<file path="src/rtl/hcw_pkg.sv">
//------------------------------------------------------------
// Purpose: Constants for the code word and HDLC channel control bank
// Assumes: Byte-wide parallel control port, two framers A and B
// Notes:   Offsets are byte addresses on the control port
//------------------------------------------------------------
package hcw_pkg;
	localparam int         HCW_FRAMERS      = 2;
	localparam int         HCW_FIFO_DEPTH   = 64;
	// ------------------------------------------------------------
	// Register offsets
	// ------------------------------------------------------------
	localparam logic [7:0] HCW_STAT_A_OFF   = 8'h06;
	localparam logic [7:0] HCW_STAT_B_OFF   = 8'ha6;
	localparam logic [7:0] HCW_CODE_A_OFF   = 8'h07;
	localparam logic [7:0] HCW_CODE_B_OFF   = 8'ha7;
	localparam logic [7:0] HCW_FIFO_A_OFF   = 8'h08;
	localparam logic [7:0] HCW_FIFO_B_OFF   = 8'ha8;
	localparam logic [7:0] HCW_RDC1_A_OFF   = 8'h90;
	localparam logic [7:0] HCW_RDC1_B_OFF   = 8'h94;
	localparam logic [7:0] HCW_RDC2_A_OFF   = 8'h91;
	localparam logic [7:0] HCW_RDC2_B_OFF   = 8'h95;
	// ------------------------------------------------------------
	// Field positions
	// ------------------------------------------------------------
	localparam int         HCW_SEND_BIT     = 7;
	localparam int         HCW_SRC_BIT      = 6;
	localparam int         HCW_CODE_LSB     = 0;
	localparam int         HCW_CODE_W       = 6;
	localparam int         HCW_RX_EN_BIT    = 7;
	localparam int         HCW_RX_MODE_BIT  = 5;
	localparam int         HCW_RX_SEL_LSB   = 0;
	localparam int         HCW_RX_SEL_W     = 5;
	localparam int         HCW_ST_UDR_BIT   = 0;
	localparam int         HCW_ST_FULL_BIT  = 1;
	localparam int         HCW_ST_EMPTY_BIT = 2;
	// ------------------------------------------------------------
	// Reset values
	// ------------------------------------------------------------
	localparam logic [7:0] HCW_CODE_RST     = 8'h00;
	localparam logic [7:0] HCW_RDC1_RST     = 8'h00;
	localparam logic [7:0] HCW_RDC2_RST     = 8'h00;
	localparam logic [7:0] HCW_RDATA_RST    = 8'h00;
endpackage : hcw_pkg

</file>
<file path="src/rtl/hcw_ctl.sv">
//------------------------------------------------------------
// Purpose: Code word and HDLC channel control bank for two framers
// Assumes: Control port strobes already in the system clock domain
// Notes:   Read data is registered, valid the cycle after the read pulse
//------------------------------------------------------------
module hcw_ctl
	import hcw_pkg::*;
#(
	parameter int FIFO_DEPTH = HCW_FIFO_DEPTH
) (
	input  wire logic        sys_clk_in,          // System clock, 10 MHz
	input  wire logic        rst_n_in,            // Async reset, active low
	input  wire logic [7:0]  bus_addr_in,         // Control port address
	input  wire logic        bus_wr_in,           // Write pulse
	input  wire logic        bus_rd_in,           // Read pulse
	input  wire logic [7:0]  bus_wdata_in,        // Write data
	output logic      [7:0]  bus_rdata_out,       // Read data, registered
	input  wire logic [1:0]  tx_link_input_pin_in,// External link pins, async
	input  wire logic [1:0]  hdlc_fdl_bit_in,     // On-chip HDLC link bits
	input  wire logic [1:0]  fifo_pop_in,         // HDLC controller byte takes
	output logic      [15:0] fifo_data_out,       // Popped bytes, B in upper
	output logic      [1:0]  fifo_empty_out,      // FIFO empty per framer
	output logic      [1:0]  fdl_bit_out,         // Selected link bit
	output logic      [1:0]  send_code_word_out,  // Code word start pulse
	output logic      [11:0] code_word_out,       // Code words, B in upper
	output logic      [1:0]  rx_channel_enable_out,      // Rx HDLC on channels
	output logic      [1:0]  rx_channel_select_mode_out, // Rx block mode
	output logic      [9:0]  rx_chan_sel_out,     // Rx single channel, B upper
	output logic      [15:0] rx_bit_suppress_out  // Rx bit suppress, B upper
);

	// ------------------------------------------------------------
	// Address decode
	// ------------------------------------------------------------
	function automatic logic hit(input logic [7:0] addr, input logic [7:0] off_a,
		input logic [7:0] off_b, input int frm);
		hit = (addr == ((frm == 0) ? off_a : off_b));
	endfunction : hit

	logic [1:0] wr_code;
	logic [1:0] wr_fifo;
	logic [1:0] wr_rdc1;
	logic [1:0] wr_rdc2;
	logic [1:0] rd_stat;
	logic [7:0] code_ctl [2];
	logic [7:0] rdc1     [2];
	logic [7:0] rdc2     [2];
	logic [2:0] status   [2];
	logic [1:0] link_meta_r;
	logic [1:0] link_sync_r;
	logic [7:0] rdata_nxt;

	// ------------------------------------------------------------
	// Per-framer blocks
	// ------------------------------------------------------------
	for (genvar f = 0; f < HCW_FRAMERS; f++) begin : g_frm
		assign wr_code[f] = bus_wr_in && hit(bus_addr_in, HCW_CODE_A_OFF, HCW_CODE_B_OFF, f);
		assign wr_fifo[f] = bus_wr_in && hit(bus_addr_in, HCW_FIFO_A_OFF, HCW_FIFO_B_OFF, f);
		assign wr_rdc1[f] = bus_wr_in && hit(bus_addr_in, HCW_RDC1_A_OFF, HCW_RDC1_B_OFF, f);
		assign wr_rdc2[f] = bus_wr_in && hit(bus_addr_in, HCW_RDC2_A_OFF, HCW_RDC2_B_OFF, f);
		assign rd_stat[f] = bus_rd_in && hit(bus_addr_in, HCW_STAT_A_OFF, HCW_STAT_B_OFF, f);

		hcw_framer #(
			.DEPTH          (FIFO_DEPTH)
		) u_frm (
			.sys_clk_in     (sys_clk_in),
			.rst_n_in       (rst_n_in),
			.wr_code_in     (wr_code[f]),
			.wr_fifo_in     (wr_fifo[f]),
			.wr_rdc1_in     (wr_rdc1[f]),
			.wr_rdc2_in     (wr_rdc2[f]),
			.rd_stat_in     (rd_stat[f]),
			.wdata_in       (bus_wdata_in),
			.fifo_pop_in    (fifo_pop_in[f]),
			.code_ctl_out   (code_ctl[f]),
			.rdc1_out       (rdc1[f]),
			.rdc2_out       (rdc2[f]),
			.status_out     (status[f]),
			.fifo_data_out  (fifo_data_out[f*8 +: 8]),
			.send_start_out (send_code_word_out[f])
		);

		assign fifo_empty_out[f] = status[f][HCW_ST_EMPTY_BIT];
		assign code_word_out[f*HCW_CODE_W +: HCW_CODE_W] =
			code_ctl[f][HCW_CODE_LSB +: HCW_CODE_W];
		assign rx_channel_enable_out[f]      = rdc1[f][HCW_RX_EN_BIT];
		assign rx_channel_select_mode_out[f] = rdc1[f][HCW_RX_MODE_BIT];
		assign rx_chan_sel_out[f*HCW_RX_SEL_W +: HCW_RX_SEL_W] =
			rdc1[f][HCW_RX_SEL_LSB +: HCW_RX_SEL_W];
		assign rx_bit_suppress_out[f*8 +: 8] = rdc2[f];
	end

	// ------------------------------------------------------------
	// Link source selection
	// ------------------------------------------------------------
	// Link pins are asynchronous; two stages before any use
	always_ff @(posedge sys_clk_in or negedge rst_n_in) begin
		if (!rst_n_in) begin
			link_meta_r <= 2'b00;
			link_sync_r <= 2'b00;
		end else begin
			link_meta_r <= tx_link_input_pin_in;
			link_sync_r <= link_meta_r;
		end
	end

	always_ff @(posedge sys_clk_in or negedge rst_n_in) begin
		if (!rst_n_in)
			fdl_bit_out <= 2'b00;
		else
			for (int f = 0; f < HCW_FRAMERS; f++)
				fdl_bit_out[f] <= code_ctl[f][HCW_SRC_BIT] ?
					hdlc_fdl_bit_in[f] : link_sync_r[f];
	end

	// ------------------------------------------------------------
	// Read back
	// ------------------------------------------------------------
	// Data register is write only and unmapped reads give zero
	always_comb begin
		rdata_nxt = 8'h00;
		for (int f = 0; f < HCW_FRAMERS; f++) begin
			if (hit(bus_addr_in, HCW_CODE_A_OFF, HCW_CODE_B_OFF, f))
				rdata_nxt = code_ctl[f];
			if (hit(bus_addr_in, HCW_RDC1_A_OFF, HCW_RDC1_B_OFF, f))
				rdata_nxt = rdc1[f];
			if (hit(bus_addr_in, HCW_RDC2_A_OFF, HCW_RDC2_B_OFF, f))
				rdata_nxt = rdc2[f];
			if (hit(bus_addr_in, HCW_STAT_A_OFF, HCW_STAT_B_OFF, f))
				rdata_nxt = {5'h00, status[f]};
		end
	end

	always_ff @(posedge sys_clk_in or negedge rst_n_in) begin
		if (!rst_n_in)
			bus_rdata_out <= HCW_RDATA_RST;
		else if (bus_rd_in)
			bus_rdata_out <= rdata_nxt;
	end

	// ------------------------------------------------------------
	// Checks
	// ------------------------------------------------------------
	a_src_pin_path: assert property (@(posedge sys_clk_in) disable iff (!rst_n_in)
		(!code_ctl[0][HCW_SRC_BIT] && $stable(code_ctl[0])) |=>
			(fdl_bit_out[0] == $past(link_sync_r[0])))
		else $error("link bit not taken from pin with source bit low");
	a_src_hdlc_path: assert property (@(posedge sys_clk_in) disable iff (!rst_n_in)
		code_ctl[1][HCW_SRC_BIT] |=> (fdl_bit_out[1] == $past(hdlc_fdl_bit_in[1])))
		else $error("link bit not taken from HDLC with source bit high");
	a_code_start_edge: assert property (@(posedge sys_clk_in) disable iff (!rst_n_in)
		send_code_word_out[0] |-> (code_ctl[0][HCW_SEND_BIT]
			&& !$past(code_ctl[0][HCW_SEND_BIT])))
		else $error("code word start without a rising send bit");
	a_code_word_value: assert property (@(posedge sys_clk_in) disable iff (!rst_n_in)
		wr_code[0] |=> (code_word_out[5:0] == $past(bus_wdata_in[5:0])))
		else $error("code word field not written");
	a_rx_chan_select: assert property (@(posedge sys_clk_in) disable iff (!rst_n_in)
		wr_rdc1[1] |=> (rx_chan_sel_out[9:5] == $past(bus_wdata_in[4:0])))
		else $error("rx channel select not taken from bits four to zero");
	a_rx_route: assert property (@(posedge sys_clk_in) disable iff (!rst_n_in)
		wr_rdc1[0] |=> (rx_channel_enable_out[0] == $past(bus_wdata_in[7]))
			&& (rx_channel_select_mode_out[0] == $past(bus_wdata_in[5])))
		else $error("rx routing bits not taken from control write");
	a_udr_read_clear: assert property (@(posedge sys_clk_in) disable iff (!rst_n_in)
		(rd_stat[0] && !fifo_pop_in[0]) |=>
			!status[0][HCW_ST_UDR_BIT])
		else $error("underrun flag not cleared by status read");
	a_full_readback: assert property (@(posedge sys_clk_in) disable iff (!rst_n_in)
		rd_stat[1] |=> (bus_rdata_out[HCW_ST_FULL_BIT] == $past(status[1][HCW_ST_FULL_BIT])))
		else $error("full flag read back wrong");

	// ------------------------------------------------------------
	// Per-framer checks
	// ------------------------------------------------------------
	// Both framers get these; the labelled checks above watch one framer each
	for (genvar f = 0; f < HCW_FRAMERS; f++) begin : g_chk
		a_send_on_rise: assert property (@(posedge sys_clk_in) disable iff (!rst_n_in)
			(wr_code[f] && bus_wdata_in[HCW_SEND_BIT] && !code_ctl[f][HCW_SEND_BIT])
				|=> send_code_word_out[f])
			else $error("rising send bit gave no code word start");
		a_send_no_repeat: assert property (@(posedge sys_clk_in) disable iff (!rst_n_in)
			code_ctl[f][HCW_SEND_BIT] |=> !send_code_word_out[f])
			else $error("code word start while send bit already set");
		a_pin_source: assert property (@(posedge sys_clk_in) disable iff (!rst_n_in)
			!code_ctl[f][HCW_SRC_BIT] |=> (fdl_bit_out[f] == $past(link_sync_r[f])))
			else $error("link bit not taken from pin with source bit low");
		a_hdlc_source: assert property (@(posedge sys_clk_in) disable iff (!rst_n_in)
			code_ctl[f][HCW_SRC_BIT] |=> (fdl_bit_out[f] == $past(hdlc_fdl_bit_in[f])))
			else $error("link bit not taken from HDLC with source bit high");
		a_chan_sel_write: assert property (@(posedge sys_clk_in) disable iff (!rst_n_in)
			wr_rdc1[f] |=> (rx_chan_sel_out[f*HCW_RX_SEL_W +: HCW_RX_SEL_W]
				== $past(bus_wdata_in[4:0])))
			else $error("rx channel select not taken from bits four to zero");
		a_route_write: assert property (@(posedge sys_clk_in) disable iff (!rst_n_in)
			wr_rdc1[f] |=> (rx_channel_enable_out[f] == $past(bus_wdata_in[HCW_RX_EN_BIT]))
				&& (rx_channel_select_mode_out[f] == $past(bus_wdata_in[HCW_RX_MODE_BIT])))
			else $error("rx routing bits not taken from control write");
		a_underrun_clear: assert property (@(posedge sys_clk_in) disable iff (!rst_n_in)
			(rd_stat[f] && !fifo_pop_in[f]) |=> !status[f][HCW_ST_UDR_BIT])
			else $error("underrun flag not cleared by status read");
		a_underrun_report: assert property (@(posedge sys_clk_in) disable iff (!rst_n_in)
			(rd_stat[f] && status[f][HCW_ST_UDR_BIT]) |=> bus_rdata_out[HCW_ST_UDR_BIT])
			else $error("set underrun flag read back low");
		a_full_report: assert property (@(posedge sys_clk_in) disable iff (!rst_n_in)
			rd_stat[f] |=> (bus_rdata_out[HCW_ST_FULL_BIT] == $past(status[f][HCW_ST_FULL_BIT])))
			else $error("full flag read back wrong");
		a_status_top_zero: assert property (@(posedge sys_clk_in) disable iff (!rst_n_in)
			rd_stat[f] |=> (bus_rdata_out[7:3] == 5'h00))
			else $error("unused status bits read back nonzero");
	end

	c_code_sent: cover property (@(posedge sys_clk_in) disable iff (!rst_n_in)
		send_code_word_out[1]);
	c_udr_cleared: cover property (@(posedge sys_clk_in) disable iff (!rst_n_in)
		status[0][HCW_ST_UDR_BIT] ##1 rd_stat[0] ##1 !status[0][HCW_ST_UDR_BIT]);
	c_hdlc_source: cover property (@(posedge sys_clk_in) disable iff (!rst_n_in)
		code_ctl[0][HCW_SRC_BIT] && rx_channel_enable_out[0]);
	c_pin_source: cover property (@(posedge sys_clk_in) disable iff (!rst_n_in)
		!code_ctl[1][HCW_SRC_BIT] && fdl_bit_out[1]);
endmodule : hcw_ctl

</file>
<file path="src/rtl/hcw_framer.sv">
//------------------------------------------------------------
// Purpose: One framer's registers, transmit FIFO and code word trigger
// Assumes: Strobes are one-cycle pulses decoded by the parent
// Notes:   FIFO is flip-flops; drained by the transmit HDLC controller
//------------------------------------------------------------
module hcw_framer
	import hcw_pkg::*;
#(
	parameter int DEPTH = HCW_FIFO_DEPTH
) (
	input  wire logic        sys_clk_in,       // System clock
	input  wire logic        rst_n_in,         // Async reset, active low
	input  wire logic        wr_code_in,       // Write code word control
	input  wire logic        wr_fifo_in,       // Write transmit FIFO byte
	input  wire logic        wr_rdc1_in,       // Write rx channel control 1
	input  wire logic        wr_rdc2_in,       // Write rx channel control 2
	input  wire logic        rd_stat_in,       // Status read pulse
	input  wire logic [7:0]  wdata_in,         // Write data
	input  wire logic        fifo_pop_in,      // HDLC controller takes a byte
	output logic      [7:0]  code_ctl_out,     // Code word control register
	output logic      [7:0]  rdc1_out,         // Rx channel control 1
	output logic      [7:0]  rdc2_out,         // Rx channel control 2
	output logic      [2:0]  status_out,       // Empty, full, underrun
	output logic      [7:0]  fifo_data_out,    // Byte popped from FIFO
	output logic             send_start_out    // Code word send start pulse
);
	localparam int CW = $clog2(DEPTH + 1);
	localparam int PW = $clog2(DEPTH);

	logic [7:0]    mem_r [DEPTH];
	logic [PW-1:0] wptr_r;
	logic [PW-1:0] rptr_r;
	logic [CW-1:0] count_r;
	logic          udr_r;
	logic          full;
	logic          empty;
	logic          push;
	logic          pop;

	assign full  = (count_r == CW'(DEPTH));
	assign empty = (count_r == '0);
	assign push  = wr_fifo_in && !full;
	assign pop   = fifo_pop_in && !empty;
	assign status_out = {empty, full, udr_r};

	// ------------------------------------------------------------
	// Control registers
	// ------------------------------------------------------------
	always_ff @(posedge sys_clk_in or negedge rst_n_in) begin
		if (!rst_n_in) begin
			code_ctl_out   <= HCW_CODE_RST;
			rdc1_out       <= HCW_RDC1_RST;
			rdc2_out       <= HCW_RDC2_RST;
			send_start_out <= 1'b0;
		end else begin
			// Only a 0 to 1 change of the send bit starts a code word
			send_start_out <= wr_code_in && wdata_in[HCW_SEND_BIT]
				&& !code_ctl_out[HCW_SEND_BIT];
			if (wr_code_in)
				code_ctl_out <= wdata_in;
			if (wr_rdc1_in)
				rdc1_out <= wdata_in;
			if (wr_rdc2_in)
				rdc2_out <= wdata_in;
		end
	end

	// ------------------------------------------------------------
	// Transmit FIFO
	// ------------------------------------------------------------
	always_ff @(posedge sys_clk_in) begin
		if (push)
			mem_r[wptr_r] <= wdata_in;
	end

	always_ff @(posedge sys_clk_in or negedge rst_n_in) begin
		if (!rst_n_in) begin
			wptr_r        <= '0;
			rptr_r        <= '0;
			count_r       <= '0;
			fifo_data_out <= 8'h00;
		end else begin
			if (push)
				wptr_r <= (wptr_r == PW'(DEPTH - 1)) ? '0 : wptr_r + 1'b1;
			if (pop) begin
				rptr_r        <= (rptr_r == PW'(DEPTH - 1)) ? '0 : rptr_r + 1'b1;
				fifo_data_out <= mem_r[rptr_r];
			end
			count_r <= count_r + CW'(push) - CW'(pop);
		end
	end

	// Set beats the read clear so an underrun in the read cycle survives
	always_ff @(posedge sys_clk_in or negedge rst_n_in) begin
		if (!rst_n_in)
			udr_r <= 1'b0;
		else if (fifo_pop_in && empty)
			udr_r <= 1'b1;
		else if (rd_stat_in)
			udr_r <= 1'b0;
	end

	a_full_blocks_push: assert property (@(posedge sys_clk_in) disable iff (!rst_n_in)
		(full && wr_fifo_in && !fifo_pop_in) |=> (count_r == CW'(DEPTH)) && status_out[1])
		else $error("write to full FIFO changed its fill");
	a_udr_sticky: assert property (@(posedge sys_clk_in) disable iff (!rst_n_in)
		(udr_r && !rd_stat_in) |=> udr_r)
		else $error("underrun flag dropped without a status read");
	a_udr_set: assert property (@(posedge sys_clk_in) disable iff (!rst_n_in)
		(fifo_pop_in && empty) |=> status_out[0])
		else $error("underrun not flagged on pop from empty FIFO");
	c_fifo_full: cover property (@(posedge sys_clk_in) disable iff (!rst_n_in) full);
endmodule : hcw_framer

</file>
<file path="config.mk">
export PLATFORM = sky130hd
export DESIGN_NAME = hcw_ctl
export DESIGN_NICKNAME = d
export VERILOG_FILES = /design/src/rtl/hcw_pkg.sv /design/src/rtl/hcw_ctl.sv /design/src/rtl/hcw_framer.sv
export SDC_FILE = /design/constraint.sdc
export NUM_CORES = 1
export LEC_CHECK = 0
export BUFFER_PORTS_ARGS = -buffer_cell sky130_fd_sc_hd__buf_2
export CAP_MARGIN = 0
export CORE_MARGIN = 2
export CORE_UTILIZATION = 55
export CTS_BUF_LIST = sky130_fd_sc_hd__clkbuf_4 sky130_fd_sc_hd__clkbuf_8
export DETAILED_ROUTE_END_ITERATION = 6
export HOLD_SLACK_MARGIN = 0.15
export PLACE_DENSITY_LB_ADDON = 0.3
export SETUP_SLACK_MARGIN = 0.4
export SLEW_MARGIN = 10
export SYNTH_ARGS = -nofsm -noshare
export SYNTH_HDL_FRONTEND = slang
export SYNTH_HIERARCHICAL = 1
export SYNTH_SLANG_ARGS = --single-unit
</file>
<file path="constraint.sdc">
create_clock -name sys_clk_in -period 8.55 [get_ports sys_clk_in]
set_input_delay 0.855 -clock sys_clk_in [delete_from_list [all_inputs] [get_ports sys_clk_in]]
set_output_delay 0.855 -clock sys_clk_in [all_outputs]
set_load 0.1 [all_outputs]
</file>
==> run metrics <==
CORE AREA about 83,000 µm²; Syn. warnings 6; worst r2r path cells 17; WL per Instance between 20 and 30 µm; commonest cells after routing, fill and taps aside edfxtp_1, mux2i_1, nor2_1, clkbuf_8, mux4_2; CTS tree done; Metal-1 WL roughly 42 mm; Synth Instances roughly 2,600; IO buf count 97; CP Capture Type flop; sequential-to-total area share from yosys stat between 70% and 80%; r2r startpoint g_frm[0].u_frm/count_r[4]; maximum level of the CTS H-tree 4; layout cells sized above 1 23.0%; routed wire length 102 mm; hold wc startpoint fifo_pop_in[1]; DRT Pass-1 Iters 6; initial antenna violation count 1; Layout fillers 5,860; Post-Synthesis Cell Area between 40,000 and 50,000 µm²; Crit Reg-Reg Endpoint g_frm[0].u_frm/count_r[6]; CP Launch Type flop; NumNets Final approximately 2,800; critical path class reg -> reg; total grt overflow 0; half-perimeter wire length after detailed placement 61.3 mm; final period utilization between 50% and 60%; outcome finished, final reports clean; first-pass GRT wire length 153 mm; Top FF cell, synth edfxtp_1; CTS buffer count between 150 and 200; DRT iter0 DRCs about 2,900; post-CTS setup buffer count 0; area of the die about 86,000 µm²; DR DRC count 0; Hold Crit Class in -> reg; final worst slack ~4.1 ns; worst-margin pin slew ~1.2 ns; Final GP Congestion approximately 0.96; dpl cells around 3,600; Final Non-Filler Cells around 4,000; Worst-Skew Late Latency 0.82 ns; Relative slew margins 18.3%; WHS Endpoint g_frm[1].u_frm/udr_r; final hold violations 0; routed via count roughly 25,000; Clock Skews around 0.052 ns; RSZ-0062 raised after global routing no; Worst setup startpoint g_frm[0].u_frm/count_r[4]; flop2flop setup slack approximately 4.1 ns; chip height roughly 290 µm; total track usage approximately a quarter; Post-CTS Resized 0; Routed Antenna Nets 0; clk root buf clkbuf_8; DR WL met2 roughly 48 mm; syn_nets about 2,600; #FFs+latches synth 1,144; WL met3 approximately 9.7 mm; Setup TNS 0 ns; Mean Syn Cell Area 17.9 µm²; Rows between 100 and 150; max-slew violation count 0; Post-synth EDFFs between 1,000 and 1,500; Initial Util between 50 and 60%; maximum clock rate between 0.2 and 0.25 GHz; leakage power roughly 17 nW; die width a little under 300 µm; most common cell after layout, fill and taps aside edfxtp_1; # IOs 98; Max Cap Viol 0; clk buf depth 3; # setup viols final 0; # hold bufs at CTS 3; pre-CTS setup slack 3.93 ns; Hold Path Depth 3; crit path time final 4.42 ns; Distinct cells, synth 69; clk sinks about 1,100; pwr dens about 280 nW/µm²; Crit path required time 9.24 ns; worst-path maximum fanout 22; Max VDD drop about 0.00019 V; Max Used Layer met4; clk slew on worst S/H paths approximately 0.06 ns; vias in the first global route ~25,000; Vias/cell between 6 and 7; Layout area overhead 10.2%; async set-reset flop share out of synthesis about a tenth; WP data arrival between 5 and 6 ns; largest net degree at the start of global routing 94
[worst max path at each step]
| stage | to | depth (start not counted) |
|---|---|---|
| 2_1_floorplan | g_frm[1].u_frm/count_r[6] | 19 |
| 3_3_place_gp | g_frm[1].u_frm/mem_r[6][3] | 10 |
| 3_5_place_dp | g_frm[1].u_frm/mem_r[6][4] | 10 |
| 4_1_cts | g_frm[0].u_frm/count_r[6] | 17 |
| 5_1_grt | g_frm[0].u_frm/count_r[6] | 17 |
| 6_report | g_frm[0].u_frm/count_r[6] | 17 |
[area by class of cell]
cell class | count | area, µm² | area share (%)
Sequential cell | 1144 | 33800 | 66.5
Multi-Input combinational cell | 1240 | 11300 | 22.3
Clock buffer | 230 | 2840 | 5.60
Tap cell | 1080 | 1350 | 2.66
Timing Repair Buffer | 121 | 699 | 1.38
Clock inverter | 80 | 596 | 1.17
Inverter | 43 | 161 | 0.318
Antenna cell | 1 | 2.50 | 0.00493
[Yosys cell counts (4+ instances only)]
cell          n  share of area, %
edfxtp_1   1024                67
mux2i_1     202               4.4
nor2_1      194               1.6
mux4_2      160               7.8
dfrtp_1     120               6.5
nand2_1     107              0.87
mux2_2       74               1.8
a21oi_1      68              0.74
clkbuf_1     50              0.41
buf_2        47              0.51
inv_1        41              0.33
a211oi_1     40              0.65
nor2b_1      38              0.52
a22oi_1      35              0.57
buf_4        28              0.46
o21ai_0      25              0.27
ha_1         22              0.60
nor3_1       22              0.24
nand3_1      19              0.21
o22ai_1      19              0.26
nand4_1      18              0.24
xnor2_1      17              0.32
buf_1        16              0.13
o211ai_1     14              0.23
a311oi_1     11              0.21
buf_6        11              0.27
nand2b_1      9              0.12
nor4_1        9              0.12
a2111oi_0     8              0.15
a2111oi_2     8              0.26
a221oi_1      8              0.15
a222oi_1      8              0.17
a22o_1        8              0.15
mux2_1        8              0.20
o41ai_1       8              0.15
a21o_1        7              0.11
a2bb2oi_1     7              0.13
and2_1        7             0.095
a31oi_1       6             0.081
nand3b_1      6             0.098
xor2_1        5             0.095
o32ai_1       4             0.076
[per-layer routing]
layer / up-vias / GRT usage, %
met1: 12487 / 34.3
met2: 1312 / 36.6
met4: 0 / 8.49
met5: - / 0
li1: 10540 / -
met3: 215 / 5.30
[where the power goes]
group	internal, mW	leakage, nW	switching, mW	total (mW)
registers	6.21	10.7	0.359	6.57
logic	1.30	4.66	2.00	3.30
clock network	2.40	1.80	2.01	4.42
total	9.92	17.2	4.37	14.3
[state kept, by name, summed over array words and instances (netlist names)]
register	flops
g_frm.u_frm/fifo_data_out	16
link_sync_r	2
g_frm.u_frm/mem_r	1024
g_frm.u_frm/send_start_out	2
g_frm.u_frm/udr_r	2
g_frm.u_frm/rptr_r	12
g_frm.u_frm/rdc2_out	16
g_frm.u_frm/wptr_r	12
g_frm.u_frm/code_ctl_out	16
link_meta_r	2
g_frm.u_frm/count_r	14
g_frm.u_frm/rdc1_out	16
bus_rdata_out	8
fdl_bit_out	2
[worst max-delay path: stages, from the launching register on]
cell      delay, ns
dfrtp_1        0.39
inv_1          0.09
ha_1           0.14
and4bb_1       0.24
nor2b_1        0.36
nand2b_1       0.60
inv_1          0.58
ha_1           0.44
inv_1          0.07
ha_1           0.17
inv_1          0.06
fa_1           0.42
nand2b_1       0.16
a21oi_1        0.18
o21ai_0        0.10
a21oi_1        0.14
nor2_1         0.06
xnor2_1        0.11
[cell families (layout without fill, tap and decap cells)]
group	Yosys count	count (layout)	share of synthesized area, %
compound gates	300	300	4.70
other cells	0	1	0
flops	1144	1144	73.3
simple gates	450	450	4.57
xor+xnor	22	22	0.418
mux	444	444	14.2
fa+ha+maj	24	24	0.685
buf+inv	196	474	2.14
[through the flow]
stage                     utilization [%]  cell area (µm²)  power (mW)  hold slack (ns)
after floorplan                         -            46100        9.12            0.331
after global placement               56.8            47300        9.88            0.334
after detailed placement             56.8            47300        9.96            0.336
after CTS                            60.9            50700        14.4            0.194
after global routing                 60.9            50800        14.8            0.239
final                                60.9            50800        14.3            0.273
(Power assumes the default switching activity.)
